===== src/lgx_pkg.sv =====
// Shared constants, types and helpers for the link global extended control block
package lgx_pkg;

	// ****************************************************************
	// Bus and register map
	// ****************************************************************
	localparam int          LGX_DATA_W     = 32;
	localparam int          LGX_ADDR_W     = 12;
	localparam logic [11:0] LGX_OFF_CTRL   = 12'h000;
	localparam logic [11:0] LGX_OFF_PHYIDX = 12'h004;
	localparam logic [11:0] LGX_OFF_PHYDAT = 12'h008;
	localparam logic [11:0] LGX_OFF_STATUS = 12'h00c;
	localparam logic [1:0]  LGX_HTRANS_NSQ = 2'h2;
	localparam logic [1:0]  LGX_HTRANS_SEQ = 2'h3;

	// ****************************************************************
	// Control register layout, bits 16:0, upper bits reserved
	// ****************************************************************
	localparam int LGX_CTRL_W = 17;
	typedef struct packed {
		logic       imm;     // phy_write_immediate
		logic [2:0] thresh;  // full_train0_threshold
		logic [2:0] rsvd_a;
		logic       rxcal;   // rx_offset_cal_enable
		logic       rsvd_b;
		logic [1:0] lane;    // idle_lane_state
		logic [5:0] t0;      // train0_duration
	} lgx_ctrl_s;
	localparam lgx_ctrl_s LGX_CTRL_RST = '{imm: 1'h0, thresh: 3'h0, rsvd_a: 3'h0,
		rxcal: 1'h0, rsvd_b: 1'h0, lane: 2'h0, t0: 6'h3a};

	// ****************************************************************
	// Phy shadow registers
	// ****************************************************************
	localparam int LGX_PHY_N  = 4;
	localparam int LGX_PHY_AW = 2;
	localparam int LGX_PHY_W  = 16;

	// ****************************************************************
	// Timing
	// ****************************************************************
	localparam int LGX_CLK_NS      = 20;
	localparam int LGX_STEP0_NS    = 100;
	localparam int LGX_STEP1_NS    = 500;
	localparam int LGX_STEP2_NS    = 2000;
	localparam int LGX_STEP3_NS    = 20000;
	localparam int LGX_THR_BASE_NS = 400000;
	localparam int LGX_FULL_T0_NS  = 200000;
	localparam int LGX_THR_BASE_CYC = LGX_THR_BASE_NS / LGX_CLK_NS;
	localparam int LGX_FULL_T0_CYC  = LGX_FULL_T0_NS / LGX_CLK_NS;
	localparam int LGX_T0_LOW_MAX   = 10;
	localparam int LGX_DUR_W        = 24;
	localparam int LGX_T0C_W        = 14;

	// Status register bit positions
	localparam int LGX_ST_DISC = 0;
	localparam int LGX_ST_FULL = 1;
	localparam int LGX_ST_PEND = 2;
	localparam int LGX_ST_LANE = 6;

	typedef enum logic [1:0] {LGX_LINK_UP, LGX_LINK_STOPPED, LGX_LINK_WAIT_T0} lgx_link_e;

	// Training-0 time in clock cycles; reserved low values clamp to the top step
	function automatic logic [LGX_T0C_W-1:0] lgx_t0_cycles(input logic [5:0] t0);
		logic [3:0] low;
		int         cyc;
		low = t0[3:0];
		cyc = 0;
		case (t0[5:4])
			2'h0: cyc = int'(low) * (LGX_STEP0_NS / LGX_CLK_NS);
			2'h1: cyc = int'(low) * (LGX_STEP1_NS / LGX_CLK_NS);
			2'h2: cyc = int'(low) * (LGX_STEP2_NS / LGX_CLK_NS);
			default: begin
				if (int'(low) > LGX_T0_LOW_MAX) begin
					cyc = LGX_T0_LOW_MAX * (LGX_STEP3_NS / LGX_CLK_NS);
				end else begin
					cyc = int'(low) * (LGX_STEP3_NS / LGX_CLK_NS);
				end
			end
		endcase
		return cyc[LGX_T0C_W-1:0];
	endfunction : lgx_t0_cycles

endpackage : lgx_pkg


===== src/lgx_global_ctrl.sv =====
// Link global extended control register block with AHB-Lite slave
`timescale 1ns/100ps
module lgx_global_ctrl
	import lgx_pkg::*;
#(
	parameter int THR_BASE_CYC = lgx_pkg::LGX_THR_BASE_CYC,
	parameter int FULL_T0_CYC  = lgx_pkg::LGX_FULL_T0_CYC
) (
	input  wire logic                             CLK_I,
	input  wire logic                             RST_B_I,
	input  wire logic                             CE_I,
	input  wire logic                             HSEL_I,
	input  wire logic [lgx_pkg::LGX_ADDR_W-1:0]   HADDR_I,
	input  wire logic [1:0]                       HTRANS_I,
	input  wire logic                             HWRITE_I,
	input  wire logic [2:0]                       HSIZE_I,
	input  wire logic                             HREADY_I,
	input  wire logic [lgx_pkg::LGX_DATA_W-1:0]   HWDATA_I,
	output logic      [lgx_pkg::LGX_DATA_W-1:0]   HRDATA_O,
	output logic                                  HREADYOUT_O,
	output logic                                  HRESP_O,
	input  wire logic                             LINK_STOP_REQUEST_N_I,
	input  wire logic                             WARM_RESET_REQ_I,
	input  wire logic                             TRAIN0_START_I,
	input  wire logic                             TRAIN1_ACTIVE_I,
	output logic                                  FULL_TRAIN0_O,
	output logic      [lgx_pkg::LGX_T0C_W-1:0]    TRAIN0_CYCLES_O,
	output logic                                  RX_OFFSET_CAL_O,
	output logic      [1:0]                       IDLE_LANE_STATE_O,
	output logic                                  DISCONNECTED_O,
	output logic      [lgx_pkg::LGX_PHY_N*lgx_pkg::LGX_PHY_W-1:0] PHY_CFG_O
);
	import lgx_pkg::*;

	// ****************************************************************
	// Declarations
	// ****************************************************************
	lgx_ctrl_s              ctrl_q;
	logic [LGX_PHY_AW-1:0]  phy_idx_q;
	logic                   wr_q;
	logic                   rd_q;
	logic [LGX_ADDR_W-1:0]  addr_q;
	logic                   addr_ok;
	logic                   wr_en;
	logic [1:0]             stop_s1_q;
	logic [1:0]             stop_s2_q;
	logic                   stop_old_q;
	logic                   warm_old_q;
	logic                   stop_fall;
	logic                   warm_rise;
	logic                   disc_ev;
	lgx_link_e              link_q;
	logic [LGX_DUR_W-1:0]   dur_q;
	logic [LGX_DUR_W-1:0]   thr_cyc;
	logic                   go_full;
	logic                   phy_wr;
	logic [LGX_PHY_W-1:0]   phy_rdata;
	logic                   pend_any;
	logic [LGX_DATA_W-1:0]  rd_mux;

	// ****************************************************************
	// AHB-Lite slave: writes complete with no wait, reads take one wait
	// ****************************************************************

	// Address phase capture
	assign addr_ok = HSEL_I && HREADY_I && HSIZE_I == 3'h2
		&& (HTRANS_I == LGX_HTRANS_NSQ || HTRANS_I == LGX_HTRANS_SEQ);
	always_ff @(posedge CLK_I or negedge RST_B_I) begin
		if (!RST_B_I) begin
			wr_q   <= 1'b0;
			rd_q   <= 1'b0;
			addr_q <= '0;
		end else if (CE_I) begin
			wr_q <= addr_ok && HWRITE_I;
			rd_q <= addr_ok && !HWRITE_I;
			if (addr_ok) begin
				addr_q <= HADDR_I;
			end
		end
	end

	// Ready, response and read data
	always_ff @(posedge CLK_I or negedge RST_B_I) begin
		if (!RST_B_I) begin
			HREADYOUT_O <= 1'b1;
			HRESP_O     <= 1'b0;
			HRDATA_O    <= '0;
		end else if (CE_I) begin
			HRESP_O <= 1'b0;
			if (addr_ok && !HWRITE_I) begin
				HREADYOUT_O <= 1'b0;
			end else begin
				HREADYOUT_O <= 1'b1;
			end
			if (rd_q) begin
				HRDATA_O <= rd_mux;
			end
		end
	end

	// Read decode; unmapped addresses read zero
	always_comb begin
		rd_mux = '0;
		case (addr_q)
			LGX_OFF_CTRL:   rd_mux[LGX_CTRL_W-1:0] = ctrl_q;
			LGX_OFF_PHYIDX: rd_mux[LGX_PHY_AW-1:0] = phy_idx_q;
			LGX_OFF_PHYDAT: rd_mux[LGX_PHY_W-1:0] = phy_rdata;
			LGX_OFF_STATUS: begin
				rd_mux[LGX_ST_DISC]        = DISCONNECTED_O;
				rd_mux[LGX_ST_FULL]        = FULL_TRAIN0_O;
				rd_mux[LGX_ST_PEND]        = pend_any;
				rd_mux[LGX_ST_LANE +: 2]   = IDLE_LANE_STATE_O;
			end
			default: rd_mux = '0;
		endcase
	end

	// ****************************************************************
	// Registers
	// ****************************************************************
	assign wr_en = CE_I && wr_q;

	// Control register; reserved bits stay zero
	always_ff @(posedge CLK_I or negedge RST_B_I) begin
		if (!RST_B_I) begin
			ctrl_q <= LGX_CTRL_RST;
		end else if (wr_en && addr_q == LGX_OFF_CTRL) begin
			ctrl_q        <= lgx_ctrl_s'(HWDATA_I[LGX_CTRL_W-1:0]);
			ctrl_q.rsvd_a <= '0;
			ctrl_q.rsvd_b <= '0;
		end
	end

	// Phy register index
	always_ff @(posedge CLK_I or negedge RST_B_I) begin
		if (!RST_B_I) begin
			phy_idx_q <= '0;
		end else if (wr_en && addr_q == LGX_OFF_PHYIDX) begin
			phy_idx_q <= HWDATA_I[LGX_PHY_AW-1:0];
		end
	end

	assign phy_wr = wr_en && addr_q == LGX_OFF_PHYDAT;

	// ****************************************************************
	// Link event synchronisers
	// ****************************************************************

	// Two stages for the stop pin and the warm reset request
	always_ff @(posedge CLK_I or negedge RST_B_I) begin
		if (!RST_B_I) begin
			stop_s1_q  <= 2'h1;
			stop_s2_q  <= 2'h1;
			stop_old_q <= 1'b1;
			warm_old_q <= 1'b0;
		end else if (CE_I) begin
			stop_s1_q  <= {WARM_RESET_REQ_I, LINK_STOP_REQUEST_N_I};
			stop_s2_q  <= stop_s1_q;
			stop_old_q <= stop_s2_q[0];
			warm_old_q <= stop_s2_q[1];
		end
	end

	assign stop_fall = stop_old_q && !stop_s2_q[0];
	assign warm_rise = !warm_old_q && stop_s2_q[1];
	assign disc_ev   = CE_I && (stop_fall || warm_rise);

	// ****************************************************************
	// Disconnect measurement and training-0 choice
	// ****************************************************************

	// Link state
	always_ff @(posedge CLK_I or negedge RST_B_I) begin
		if (!RST_B_I) begin
			link_q <= LGX_LINK_UP;
		end else if (CE_I) begin
			case (link_q)
				LGX_LINK_UP: begin
					if (stop_fall) link_q <= LGX_LINK_STOPPED;
				end
				LGX_LINK_STOPPED: begin
					if (stop_s2_q[0]) link_q <= LGX_LINK_WAIT_T0;
				end
				LGX_LINK_WAIT_T0: begin
					if (TRAIN0_START_I) link_q <= LGX_LINK_UP;
				end
				default: link_q <= LGX_LINK_UP;
			endcase
		end
	end

	// Duration counter, saturating
	always_ff @(posedge CLK_I or negedge RST_B_I) begin
		if (!RST_B_I) begin
			dur_q <= '0;
		end else if (CE_I) begin
			if (link_q == LGX_LINK_UP) begin
				dur_q <= '0;
			end else if (dur_q != '1) begin
				dur_q <= dur_q + 1'b1;
			end
		end
	end

	// Threshold decode: base doubled per code step
	always_comb begin
		if (ctrl_q.thresh == 3'h0) begin
			thr_cyc = '0;
		end else begin
			thr_cyc = LGX_DUR_W'(THR_BASE_CYC) << (ctrl_q.thresh - 3'h1);
		end
		go_full = ctrl_q.thresh != 3'h0 && dur_q >= thr_cyc;
	end

	// Training-0 decision latched when training 0 is about to start
	always_ff @(posedge CLK_I or negedge RST_B_I) begin
		if (!RST_B_I) begin
			FULL_TRAIN0_O   <= 1'b0;
			TRAIN0_CYCLES_O <= '0;
		end else if (CE_I && TRAIN0_START_I && link_q == LGX_LINK_WAIT_T0) begin
			FULL_TRAIN0_O <= go_full;
			if (go_full) begin
				TRAIN0_CYCLES_O <= LGX_T0C_W'(FULL_T0_CYC);
			end else begin
				TRAIN0_CYCLES_O <= lgx_t0_cycles(ctrl_q.t0);
			end
		end
	end

	// ****************************************************************
	// Link side outputs
	// ****************************************************************

	// Lane state, calibration gate and disconnect flag
	always_ff @(posedge CLK_I or negedge RST_B_I) begin
		if (!RST_B_I) begin
			IDLE_LANE_STATE_O <= LGX_CTRL_RST.lane;
			RX_OFFSET_CAL_O   <= 1'b0;
			DISCONNECTED_O    <= 1'b0;
		end else if (CE_I) begin
			if (disc_ev) begin
				IDLE_LANE_STATE_O <= ctrl_q.lane;
			end
			RX_OFFSET_CAL_O <= ctrl_q.rxcal && TRAIN1_ACTIVE_I;
			DISCONNECTED_O  <= link_q != LGX_LINK_UP || stop_fall;
		end
	end

	// Phy shadow
	lgx_phy_shadow u_shadow (
		.clk_i      (CLK_I),
		.rst_b_i    (RST_B_I),
		.ce_i       (CE_I),
		.wr_i       (phy_wr),
		.waddr_i    (phy_idx_q),
		.wdata_i    (HWDATA_I[LGX_PHY_W-1:0]),
		.raddr_i    (phy_idx_q),
		.imm_i      (ctrl_q.imm),
		.apply_i    (disc_ev),
		.rdata_o    (phy_rdata),
		.eff_o      (PHY_CFG_O),
		.pend_any_o (pend_any)
	);

	// ****************************************************************
	// Assertions
	// ****************************************************************
	hold_pend_a: assert property (@(posedge CLK_I) disable iff (!RST_B_I)
		phy_wr && !ctrl_q.imm && !disc_ev |=> $stable(PHY_CFG_O))
		else $error("pending phy write reached the phy early");

	read_eff_a: assert property (@(posedge CLK_I) disable iff (!RST_B_I)
		!ctrl_q.imm |-> phy_rdata == PHY_CFG_O[phy_idx_q*LGX_PHY_W +: LGX_PHY_W])
		else $error("phy read does not show the value in effect");

	imm_pass_a: assert property (@(posedge CLK_I) disable iff (!RST_B_I)
		phy_wr && ctrl_q.imm |=> PHY_CFG_O[$past(phy_idx_q)*LGX_PHY_W +: LGX_PHY_W]
			== $past(HWDATA_I[LGX_PHY_W-1:0]) && phy_rdata == $past(HWDATA_I[LGX_PHY_W-1:0]))
		else $error("immediate phy write not passed through");

	short_stop_a: assert property (@(posedge CLK_I) disable iff (!RST_B_I)
		CE_I && TRAIN0_START_I && link_q == LGX_LINK_WAIT_T0 && ctrl_q.thresh == 3'h0
		|=> !FULL_TRAIN0_O && TRAIN0_CYCLES_O == lgx_t0_cycles($past(ctrl_q.t0)))
		else $error("threshold zero did not use programmed time");

	dur_count_a: assert property (@(posedge CLK_I) disable iff (!RST_B_I)
		CE_I && link_q != LGX_LINK_UP && dur_q != '1 ##1 CE_I |-> dur_q == $past(dur_q) + 1'b1)
		else $error("disconnect duration not counting");

	long_stop_a: assert property (@(posedge CLK_I) disable iff (!RST_B_I)
		CE_I && TRAIN0_START_I && link_q == LGX_LINK_WAIT_T0 && ctrl_q.thresh == 3'h1
		&& dur_q >= LGX_DUR_W'(THR_BASE_CYC)
		|=> FULL_TRAIN0_O && TRAIN0_CYCLES_O == LGX_T0C_W'(FULL_T0_CYC))
		else $error("long stop did not force full training");

	cal_gate_a: assert property (@(posedge CLK_I) disable iff (!RST_B_I)
		RX_OFFSET_CAL_O |-> $past(ctrl_q.rxcal) && $past(TRAIN1_ACTIVE_I))
		else $error("calibration outside enabled training 1");

	lane_hold_a: assert property (@(posedge CLK_I) disable iff (!RST_B_I)
		!disc_ev |=> $stable(IDLE_LANE_STATE_O))
		else $error("lane state changed without disconnect");

	t0_rsvd_a: assert property (@(posedge CLK_I) disable iff (!RST_B_I)
		CE_I && TRAIN0_START_I && link_q == LGX_LINK_WAIT_T0 && !go_full
		&& ctrl_q.t0[5:4] == 2'h3
		|=> TRAIN0_CYCLES_O <= LGX_T0C_W'(LGX_T0_LOW_MAX * (LGX_STEP3_NS / LGX_CLK_NS)))
		else $error("training-0 time beyond the top step");

	apply_all_a: assert property (@(posedge CLK_I) disable iff (!RST_B_I)
		disc_ev && !phy_wr |=> !pend_any)
		else $error("pending phy writes not applied at disconnect");

	disc_flag_a: assert property (@(posedge CLK_I) disable iff (!RST_B_I)
		CE_I && stop_fall |=> DISCONNECTED_O)
		else $error("link stop not flagged as disconnect");

	lane_apply_a: assert property (@(posedge CLK_I) disable iff (!RST_B_I)
		disc_ev |=> IDLE_LANE_STATE_O == $past(ctrl_q.lane))
		else $error("lane state not applied at disconnect");

	prog_time_a: assert property (@(posedge CLK_I) disable iff (!RST_B_I)
		CE_I && TRAIN0_START_I && link_q == LGX_LINK_WAIT_T0 && !go_full
		|=> !FULL_TRAIN0_O && TRAIN0_CYCLES_O == lgx_t0_cycles($past(ctrl_q.t0)))
		else $error("short stop did not use programmed time");

endmodule : lgx_global_ctrl


===== src/lgx_phy_shadow.sv =====
// Phy register shadow: pending writes, effective values and disconnect-time apply
`timescale 1ns/100ps
module lgx_phy_shadow
	import lgx_pkg::*;
(
	input  wire logic                             clk_i,
	input  wire logic                             rst_b_i,
	input  wire logic                             ce_i,
	input  wire logic                             wr_i,
	input  wire logic [lgx_pkg::LGX_PHY_AW-1:0]   waddr_i,
	input  wire logic [lgx_pkg::LGX_PHY_W-1:0]    wdata_i,
	input  wire logic [lgx_pkg::LGX_PHY_AW-1:0]   raddr_i,
	input  wire logic                             imm_i,
	input  wire logic                             apply_i,
	output logic      [lgx_pkg::LGX_PHY_W-1:0]    rdata_o,
	output logic      [lgx_pkg::LGX_PHY_N*lgx_pkg::LGX_PHY_W-1:0] eff_o,
	output logic                                  pend_any_o
);
	import lgx_pkg::*;

	logic [LGX_PHY_W-1:0] pend_q [LGX_PHY_N];
	logic [LGX_PHY_W-1:0] eff_q  [LGX_PHY_N];
	logic [LGX_PHY_N-1:0] valid_q;

	// Latest written value of each entry
	always_ff @(posedge clk_i or negedge rst_b_i) begin
		if (!rst_b_i) begin
			for (int i = 0; i < LGX_PHY_N; i++) pend_q[i] <= '0;
		end else if (ce_i && wr_i) begin
			pend_q[waddr_i] <= wdata_i;
		end
	end

	// Pending flags; a write in the apply cycle stays pending unless immediate
	always_ff @(posedge clk_i or negedge rst_b_i) begin
		if (!rst_b_i) begin
			valid_q <= '0;
		end else if (ce_i) begin
			for (int i = 0; i < LGX_PHY_N; i++) begin
				if (wr_i && waddr_i == LGX_PHY_AW'(i)) begin
					valid_q[i] <= !imm_i;
				end else if (apply_i) begin
					valid_q[i] <= 1'b0;
				end
			end
		end
	end

	// Effective values seen by the phy
	always_ff @(posedge clk_i or negedge rst_b_i) begin
		if (!rst_b_i) begin
			for (int i = 0; i < LGX_PHY_N; i++) eff_q[i] <= '0;
		end else if (ce_i) begin
			for (int i = 0; i < LGX_PHY_N; i++) begin
				if (wr_i && imm_i && waddr_i == LGX_PHY_AW'(i)) begin
					eff_q[i] <= wdata_i;
				end else if (apply_i && valid_q[i]) begin
					eff_q[i] <= pend_q[i];
				end
			end
		end
	end

	// Read view and flat outputs
	always_comb begin
		rdata_o = imm_i ? pend_q[raddr_i] : eff_q[raddr_i];
		for (int i = 0; i < LGX_PHY_N; i++) eff_o[i*LGX_PHY_W +: LGX_PHY_W] = eff_q[i];
	end
	assign pend_any_o = |valid_q;

endmodule : lgx_phy_shadow


===== config.mk =====
export PLATFORM = sky130hd
export DESIGN_NAME = lgx_global_ctrl
export DESIGN_NICKNAME = d
export VERILOG_FILES = /design/src/lgx_pkg.sv /design/src/lgx_global_ctrl.sv /design/src/lgx_phy_shadow.sv
export SDC_FILE = /design/constraint.sdc
export NUM_CORES = 1
export LEC_CHECK = 0
export ABC_AREA = 0
export BUFFER_PORTS_ARGS = -buffer_cell sky130_fd_sc_hd__buf_4
export CELL_PAD_IN_SITES_DETAIL_PLACEMENT = 2
export CELL_PAD_IN_SITES_GLOBAL_PLACEMENT = 2
export CORE_ASPECT_RATIO = 1.1
export CORE_MARGIN = 4
export CORE_UTILIZATION = 41
export DETAILED_ROUTE_END_ITERATION = 12
export PLACE_DENSITY_LB_ADDON = 0.1
export SYNTH_ARGS = -nofsm -noshare
export SYNTH_HDL_FRONTEND = slang
export SYNTH_SLANG_ARGS = --single-unit

===== constraint.sdc =====
create_clock -name CLK_I -period 7.9 [get_ports CLK_I]
set_input_delay 0.395 -clock CLK_I [delete_from_list [all_inputs] [get_ports CLK_I]]
set_output_delay 0.395 -clock CLK_I [all_outputs]
set_load 0.02 [all_outputs]

### Word level (Yosys, flattened, before mapping)

Cells that the tools add are included.

* bits in registers: 230
* logic and storage cells: 171
* output and inout port bits: 117

* $mul: 4
* equality and inequality tests: 17
* reduce and logical (&&, ||, !) cells: 68
* add/subtract/negate cells: 2
* bitwise operators: 1
* muxes and demuxes: 40
* shift-type cells: 1
* $lt $le $gt $ge: 4

Operators with widths (count)
* $mux 16: 14
* $mux 24: 3
* $bmux 16 s2: 2
* $bwmux 64: 1
* $pmux 14 s3: 1
* $demux 16 s2: 1
* $logic_and 1x1->1: 31
* $mux 14: 2
* $add 24x1->24 const B: 1
* $eq 12x4->1 const B: 2
* $ge 24x24->1: 1
* $ne 24x24->1 const B: 1
* $reduce_and 2->1: 12
* $shl 15x3->24 const A: 1
* $reduce_bool 2->1: 10
* $mul 4x5->9 const B: 2
* $pmux 8 s2: 1
* $eq 12x3->1 const B: 1
* $eq 2x2->1 const B: 6
* $logic_not 12->1: 1
* $pmux 2 s3: 2
* $mul 4x7->11 const B: 1
* $pmux 2 s4: 1
* $mul 4x3->7 const B: 1
* other kinds (19): 38

### Logic depth before layout (Yosys ltp)

* depth after elaboration: 7
* gate-level depth with buffers: 12

### By module

Synthesis repeated with hierarchy kept, for this count alone.

* cell total of the unflattened synthesis: 1106
* area total of the unflattened synthesis: 12868.6 µm²

By module, submodules not included
* lgx_phy_shadow: instances 1, cells each 454, sequential area each 3303.2 µm², area each 6603.8 µm²
* lgx_global_ctrl: instances 1, cells each 652, sequential area each 2462.4 µm², area each 6264.8 µm²

### Worst setup path after synthesis

Ideal clock, no wire load.

* path type: flip-flop to flip-flop
* from: register ctrl_q[2] (netlist bit)
* to: register TRAIN0_CYCLES_O[12] (netlist bit)
* cell stages (with the launch flop): 11
* buffers on the path: 0
* slack: 4.799 ns
* period minus slack after synthesis: 3.101 ns
* arrival time: 2.961 ns
* cells stage by stage: dfrtp_1 -> fa_1 -> inv_1 -> fa_1 -> inv_1 -> ha_1 -> nor2b_1 -> o31a_1 -> o21a_1 -> a311oi_1 -> o31ai_1

* longest elaborated chain between the ends: 4

RTL lines
* start, declared: RTL line lgx_global_ctrl.sv:38 `lgx_ctrl_s ctrl_q;`
* start signal, assigned: RTL line lgx_global_ctrl.sv:128 `ctrl_q <= lgx_ctrl_s'(HWDATA_I[LGX_CTRL_W-1:0]);`
* $mul 4x7->11 or $gt 4x4->1 (tied branches): RTL line lgx_pkg.sv:77, lgx_pkg.sv:74
* $mux 14 (*): RTL line lgx_pkg.sv:74 `if (int'(low) > LGX_T0_LOW_MAX) begin`
* $pmux 14 s3 (*): RTL line lgx_pkg.sv:69 `case (t0[5:4])`
* $mux 14 (*): RTL line lgx_global_ctrl.sv:222 `if (go_full) begin`
* end signal, assigned: RTL line lgx_global_ctrl.sv:223 `TRAIN0_CYCLES_O <= LGX_T0C_W'(FULL_T0_CYC);`
* end signal, assigned: RTL line lgx_global_ctrl.sv:225 `TRAIN0_CYCLES_O <= lgx_t0_cycles(ctrl_q.t0);`
* end, declared: RTL line lgx_global_ctrl.sv:27 `output logic [lgx_pkg::LGX_T0C_W-1:0] TRAIN0_CYCLES_O,`

Mark *: on every way between the ends. The rest lies on a longest branch, timed or not.
A chain may end at the register's enable or synchronous reset.

### Worst setup path after layout

Ends and elaborated chain as after synthesis.

==> flow_results.xml <==
<?xml version="1.0" encoding="UTF-8"?>
<metrics>
  <group name="run_status">
    <metric name="status" unit="">finished clean</metric>
  </group>
  <group name="critical_path">
    <metric name="cp_data_arrival_time" unit="ns">3.92</metric>
    <metric name="timing.reg2reg.worst_path_depth" unit="">10</metric>
    <metric name="capturing_instance_or_port_of_the_critical_path" unit="">TRAIN0_CYCLES_O[12]</metric>
    <metric name="rrSetupSlack" unit="ns">4.37</metric>
    <metric name="r2r_start" unit="">ctrl_q[2]</metric>
    <metric name="reg2reg_to" unit="">TRAIN0_CYCLES_O[12]</metric>
    <metric name="timing.critical_path.from_type" unit="">flip-flop</metric>
    <metric name="worst-endpoint-required" unit="ns">8.30</metric>
    <metric name="timing.setup.critical_path_class" unit="">flip-flop to flip-flop</metric>
    <metric name="startpoint" unit="">ctrl_q[2]</metric>
    <metric name="worstSetupEndpointType" unit="">flip-flop</metric>
    <metric name="timing.critical_path.fanout_max" unit="">13</metric>
  </group>
  <group name="timing">
    <metric name="timing.final.setup_violations" unit="">0</metric>
    <metric name="max_slew_margin" unit="">0.233</metric>
    <metric name="timing_hold_violations_final" unit="">0</metric>
    <metric name="setup_total_negative_slack" unit="ns">0</metric>
    <metric name="slew_violations" unit="">0</metric>
    <metric name="fin_skew" unit="ns">0.0190</metric>
    <metric name="max_slew.worst_pin.slew" unit="ns">1.15</metric>
    <metric name="min_period" unit="ns">3.53</metric>
    <metric name="grt_setup_unrepaired" unit="">no</metric>
    <metric name="max_freq" unit="MHz">284</metric>
    <metric name="fin_worst_hold_slack" unit="ns">0.0744</metric>
    <metric name="fin_crit_sh" unit="">0.446</metric>
  </group>
  <group name="cts">
    <metric name="clock_tree.buffer_depth" unit="">3</metric>
    <metric name="clk_root_buffer_cell" unit="">sky130_fd_sc_hd__clkbuf_16</metric>
    <metric name="postCtsSetupBuffers" unit="">0</metric>
    <metric name="clkTransAtPathRegs" unit="ns">0.06</metric>
    <metric name="cts_tree" unit="">done</metric>
    <metric name="cts.sinks" unit="">230</metric>
    <metric name="tritoncts.num_buffers" unit="">28</metric>
    <metric name="number_of_hold_repair_buffers_added_at_the_cts_stage" unit="">1</metric>
    <metric name="postCtsResizedCells" unit="">0</metric>
    <metric name="worstSkewPairLatency" unit="ns">0.55</metric>
    <metric name="h_tree_lvls" unit="">1</metric>
  </group>
  <group name="floorplanning">
    <metric name="std_cell_rows" unit="">67</metric>
    <metric name="die_h" unit="µm">194</metric>
    <metric name="die_area" unit="µm²">34400</metric>
    <metric name="placeableCoreArea" unit="µm²">30800</metric>
    <metric name="floorplan.initialDensity" unit="">0.419</metric>
    <metric name="pin_count" unit="">176</metric>
    <metric name="dieWidth" unit="µm">177</metric>
  </group>
  <group name="finish">
    <metric name="nNetsFinal" unit="">1407</metric>
    <metric name="final_cell_mix" unit="">sky130_fd_sc_hd__dfrtp_1, sky130_fd_sc_hd__buf_4, sky130_fd_sc_hd__nor2_1</metric>
    <metric name="syn_to_final_growth" unit="%">17.6</metric>
    <metric name="share_of_post_route_cells_with_drive_strength_above_1" unit="">0.276</metric>
    <metric name="final_common_cell" unit="">sky130_fd_sc_hd__dfrtp_1</metric>
  </group>
  <group name="power">
    <metric name="leakagePower" unit="nW">7.48</metric>
    <metric name="max-vdd-ir-drop" unit="µV">106</metric>
    <metric name="power_per_cell_area" unit="nW/µm²">212</metric>
  </group>
  <group name="place">
    <metric name="gp_congestion" unit="">0.777</metric>
    <metric name="dp.final_hpwl" unit="mm">28.0</metric>
    <metric name="io_buffer_count" unit="">143</metric>
  </group>
  <group name="synth">
    <metric name="yosys_register_bits" unit="">230</metric>
    <metric name="yosysSeqAreaShare" unit="">0.447</metric>
    <metric name="synth_async_sr_flop_share" unit="">1.00</metric>
    <metric name="yosysWarningCount" unit="">0</metric>
    <metric name="count_of_flip_flops_with_a_built_in_enable_after_synthesis" unit="">0</metric>
    <metric name="postSynthCellCount" unit="">1179</metric>
    <metric name="synth_cell_types" unit="">68</metric>
    <metric name="dominantRegCellSynth" unit="">sky130_fd_sc_hd__dfrtp_1</metric>
    <metric name="synth.avg_cell_area" unit="µm²">10.9</metric>
    <metric name="synth_area" unit="µm²">12900</metric>
  </group>
  <group name="run">
    <metric name="max_cap_violations" unit="">0</metric>
  </group>
  <group name="global_route">
    <metric name="globalRoute.totalOverflow" unit="">0</metric>
    <metric name="global_route_wire_length_before_repair" unit="mm">65.6</metric>
    <metric name="grt_pass1_vias" unit="">11000</metric>
    <metric name="grt_use_total" unit="">0.240</metric>
    <metric name="antenna_found_initial" unit="">1</metric>
    <metric name="grt_start_max_net_pins" unit="">111</metric>
  </group>
  <group name="drt">
    <metric name="dr.first_iter.drc_count" unit="">423</metric>
    <metric name="antenna_left" unit="">0</metric>
    <metric name="wl_per_cell" unit="µm">24.0</metric>
    <metric name="drc" unit="">0</metric>
    <metric name="post_dr_vias_cell" unit="">5.74</metric>
    <metric name="finalWirelength" unit="mm">41.5</metric>
    <metric name="routed-via-count" unit="">9910</metric>
    <metric name="detailedRoute.firstPassIterationCount" unit="">4</metric>
  </group>
  <group name="min_path">
    <metric name="holdCritPathClass" unit="">primary input to flip-flop</metric>
  </group>
</metrics>
## stage by stage
step / setup slack, ns / power [mW] / cells / instance area (µm²) / utilization
detailed placement: 4.34 / 1.97 / 1672 / 14200 / 0.463
finish: 4.37 / 3.22 / 1726 / 15200 / 0.493
CTS: 4.33 / 3.26 / 1724 / 15200 / 0.493
global route: 4.03 / 3.39 / 1725 / 15200 / 0.493
global placement: 4.41 / 1.94 / 1672 / 14200 / 0.463
floorplan: 4.80 / 1.72 / 1194 / 13000 / -
## report_power, final
group / switching, mW / total, mW / internal (mW)
clock: 0.508 / 1.28 / 0.770
sequential: 0.0887 / 1.34 / 1.25
combinational: 0.369 / 0.605 / 0.236
## layout make-up
type | count | area (µm²)
Clock buffer | 46 | 860
Tap cell | 414 | 518
Fill cell | 3151 | 15600
Timing Repair Buffer | 162 | 1230
Multi-Input combinational cell | 834 | 6620
Clock inverter | 5 | 56.3
Sequential cell | 230 | 5770
Antenna cell | 2 | 5.00
Inverter | 33 | 124
## kinds of logic (layout without fill, tap and decap cells)
| logic type | Yosys count | after routing | share of synthesized area |
|---|---|---|---|
| and+or+nand+nor | 282 | 282 | 0.108 |
| AOI/OAI and AO/OA | 242 | 242 | 0.113 |
| DFF | 230 | 230 | 0.447 |
| muxes | 223 | 223 | 0.216 |
| buffers and inverters | 130 | 246 | 0.0450 |
| adders and majority gates | 59 | 59 | 0.0624 |
| xor gates and xnor gates | 12 | 12 | 0.00814 |
| other | 1 | 18 | 0.000291 |
## worst min path at each step
stage / startpoint / end / slack, ns / depth (start not counted)
floorplan: RST_B_I / DISCONNECTED_O / 0.1 / 0
global placement: HRDATA_O[12] / HRDATA_O[12] / 0.46 / 2
detailed placement: HRDATA_O[8] / HRDATA_O[8] / 0.47 / 2
CTS: HWRITE_I / rd_q / 0.04 / 2
global route: HWRITE_I / rd_q / 0.07 / 2
finish: HWRITE_I / rd_q / 0.07 / 2
## synth_stat cells, types with 5 or more instances
library cell	count	area share
sky130_fd_sc_hd__a211oi_1	6	0.0035
sky130_fd_sc_hd__a21oi_1	107	0.041
sky130_fd_sc_hd__and2_1	6	0.0029
sky130_fd_sc_hd__and3_1	9	0.0044
sky130_fd_sc_hd__buf_1	16	0.0047
sky130_fd_sc_hd__buf_2	14	0.0054
sky130_fd_sc_hd__buf_4	16	0.0093
sky130_fd_sc_hd__clkbuf_1	49	0.014
sky130_fd_sc_hd__dfrtp_1	222	0.43
sky130_fd_sc_hd__dfstp_2	8	0.016
sky130_fd_sc_hd__fa_1	9	0.014
sky130_fd_sc_hd__ha_1	50	0.048
sky130_fd_sc_hd__inv_1	33	0.0096
sky130_fd_sc_hd__mux2_2	95	0.083
sky130_fd_sc_hd__mux2_4	8	0.0093
sky130_fd_sc_hd__mux2i_1	88	0.068
sky130_fd_sc_hd__mux4_2	32	0.056
sky130_fd_sc_hd__nand2_1	82	0.024
sky130_fd_sc_hd__nand3_1	20	0.0078
sky130_fd_sc_hd__nand4_1	7	0.0034
sky130_fd_sc_hd__nor2_1	108	0.031
sky130_fd_sc_hd__nor2b_1	8	0.0039
sky130_fd_sc_hd__nor4_4	5	0.0082
sky130_fd_sc_hd__o211ai_1	7	0.0041
sky130_fd_sc_hd__o21a_1	5	0.0029
sky130_fd_sc_hd__o21ai_0	53	0.021
sky130_fd_sc_hd__o221ai_1	5	0.0034
sky130_fd_sc_hd__o22ai_1	5	0.0024
sky130_fd_sc_hd__o31ai_1	16	0.0093
sky130_fd_sc_hd__or3_1	6	0.0029
sky130_fd_sc_hd__or4_1	6	0.0035
sky130_fd_sc_hd__xnor2_1	11	0.0075
## flip-flops by register name, summed over array words and instances, names as in the netlist, 4 cells and up
register	flops
HRDATA_O	17
TRAIN0_CYCLES_O	14
addr_q	12
ctrl_q	13
dur_q	24
u_shadow.eff_o	64
u_shadow.pend_q	64
u_shadow.valid_q	4
## worst max-delay path, stage by stage (launching register included)
cell,delay [ns]
sky130_fd_sc_hd__dfrtp_1,0.60
sky130_fd_sc_hd__fa_1,0.71
sky130_fd_sc_hd__inv_1,0.08
sky130_fd_sc_hd__fa_1,0.50
sky130_fd_sc_hd__inv_1,0.04
sky130_fd_sc_hd__ha_1,0.34
sky130_fd_sc_hd__nor2b_1,0.16
sky130_fd_sc_hd__o31a_1,0.28
sky130_fd_sc_hd__o21a_1,0.19
sky130_fd_sc_hd__a311oi_1,0.34
sky130_fd_sc_hd__o31ai_1,0.13
## metal layers
layer / up-vias / part of all wire / wire [µm] / global-route usage
met1: 5232 / 0.43 / 17700 / 0.312
met5: - / 0 / 0 / 0
met2: 188 / 0.52 / 21500 / 0.430
li1: 4441 / - / - / -
met3: 49 / 0.036 / 1510 / 0.0277
met4: 0 / 0.018 / 750 / 0.0482
No activity file was read; power rests on OpenSTA's default activity.
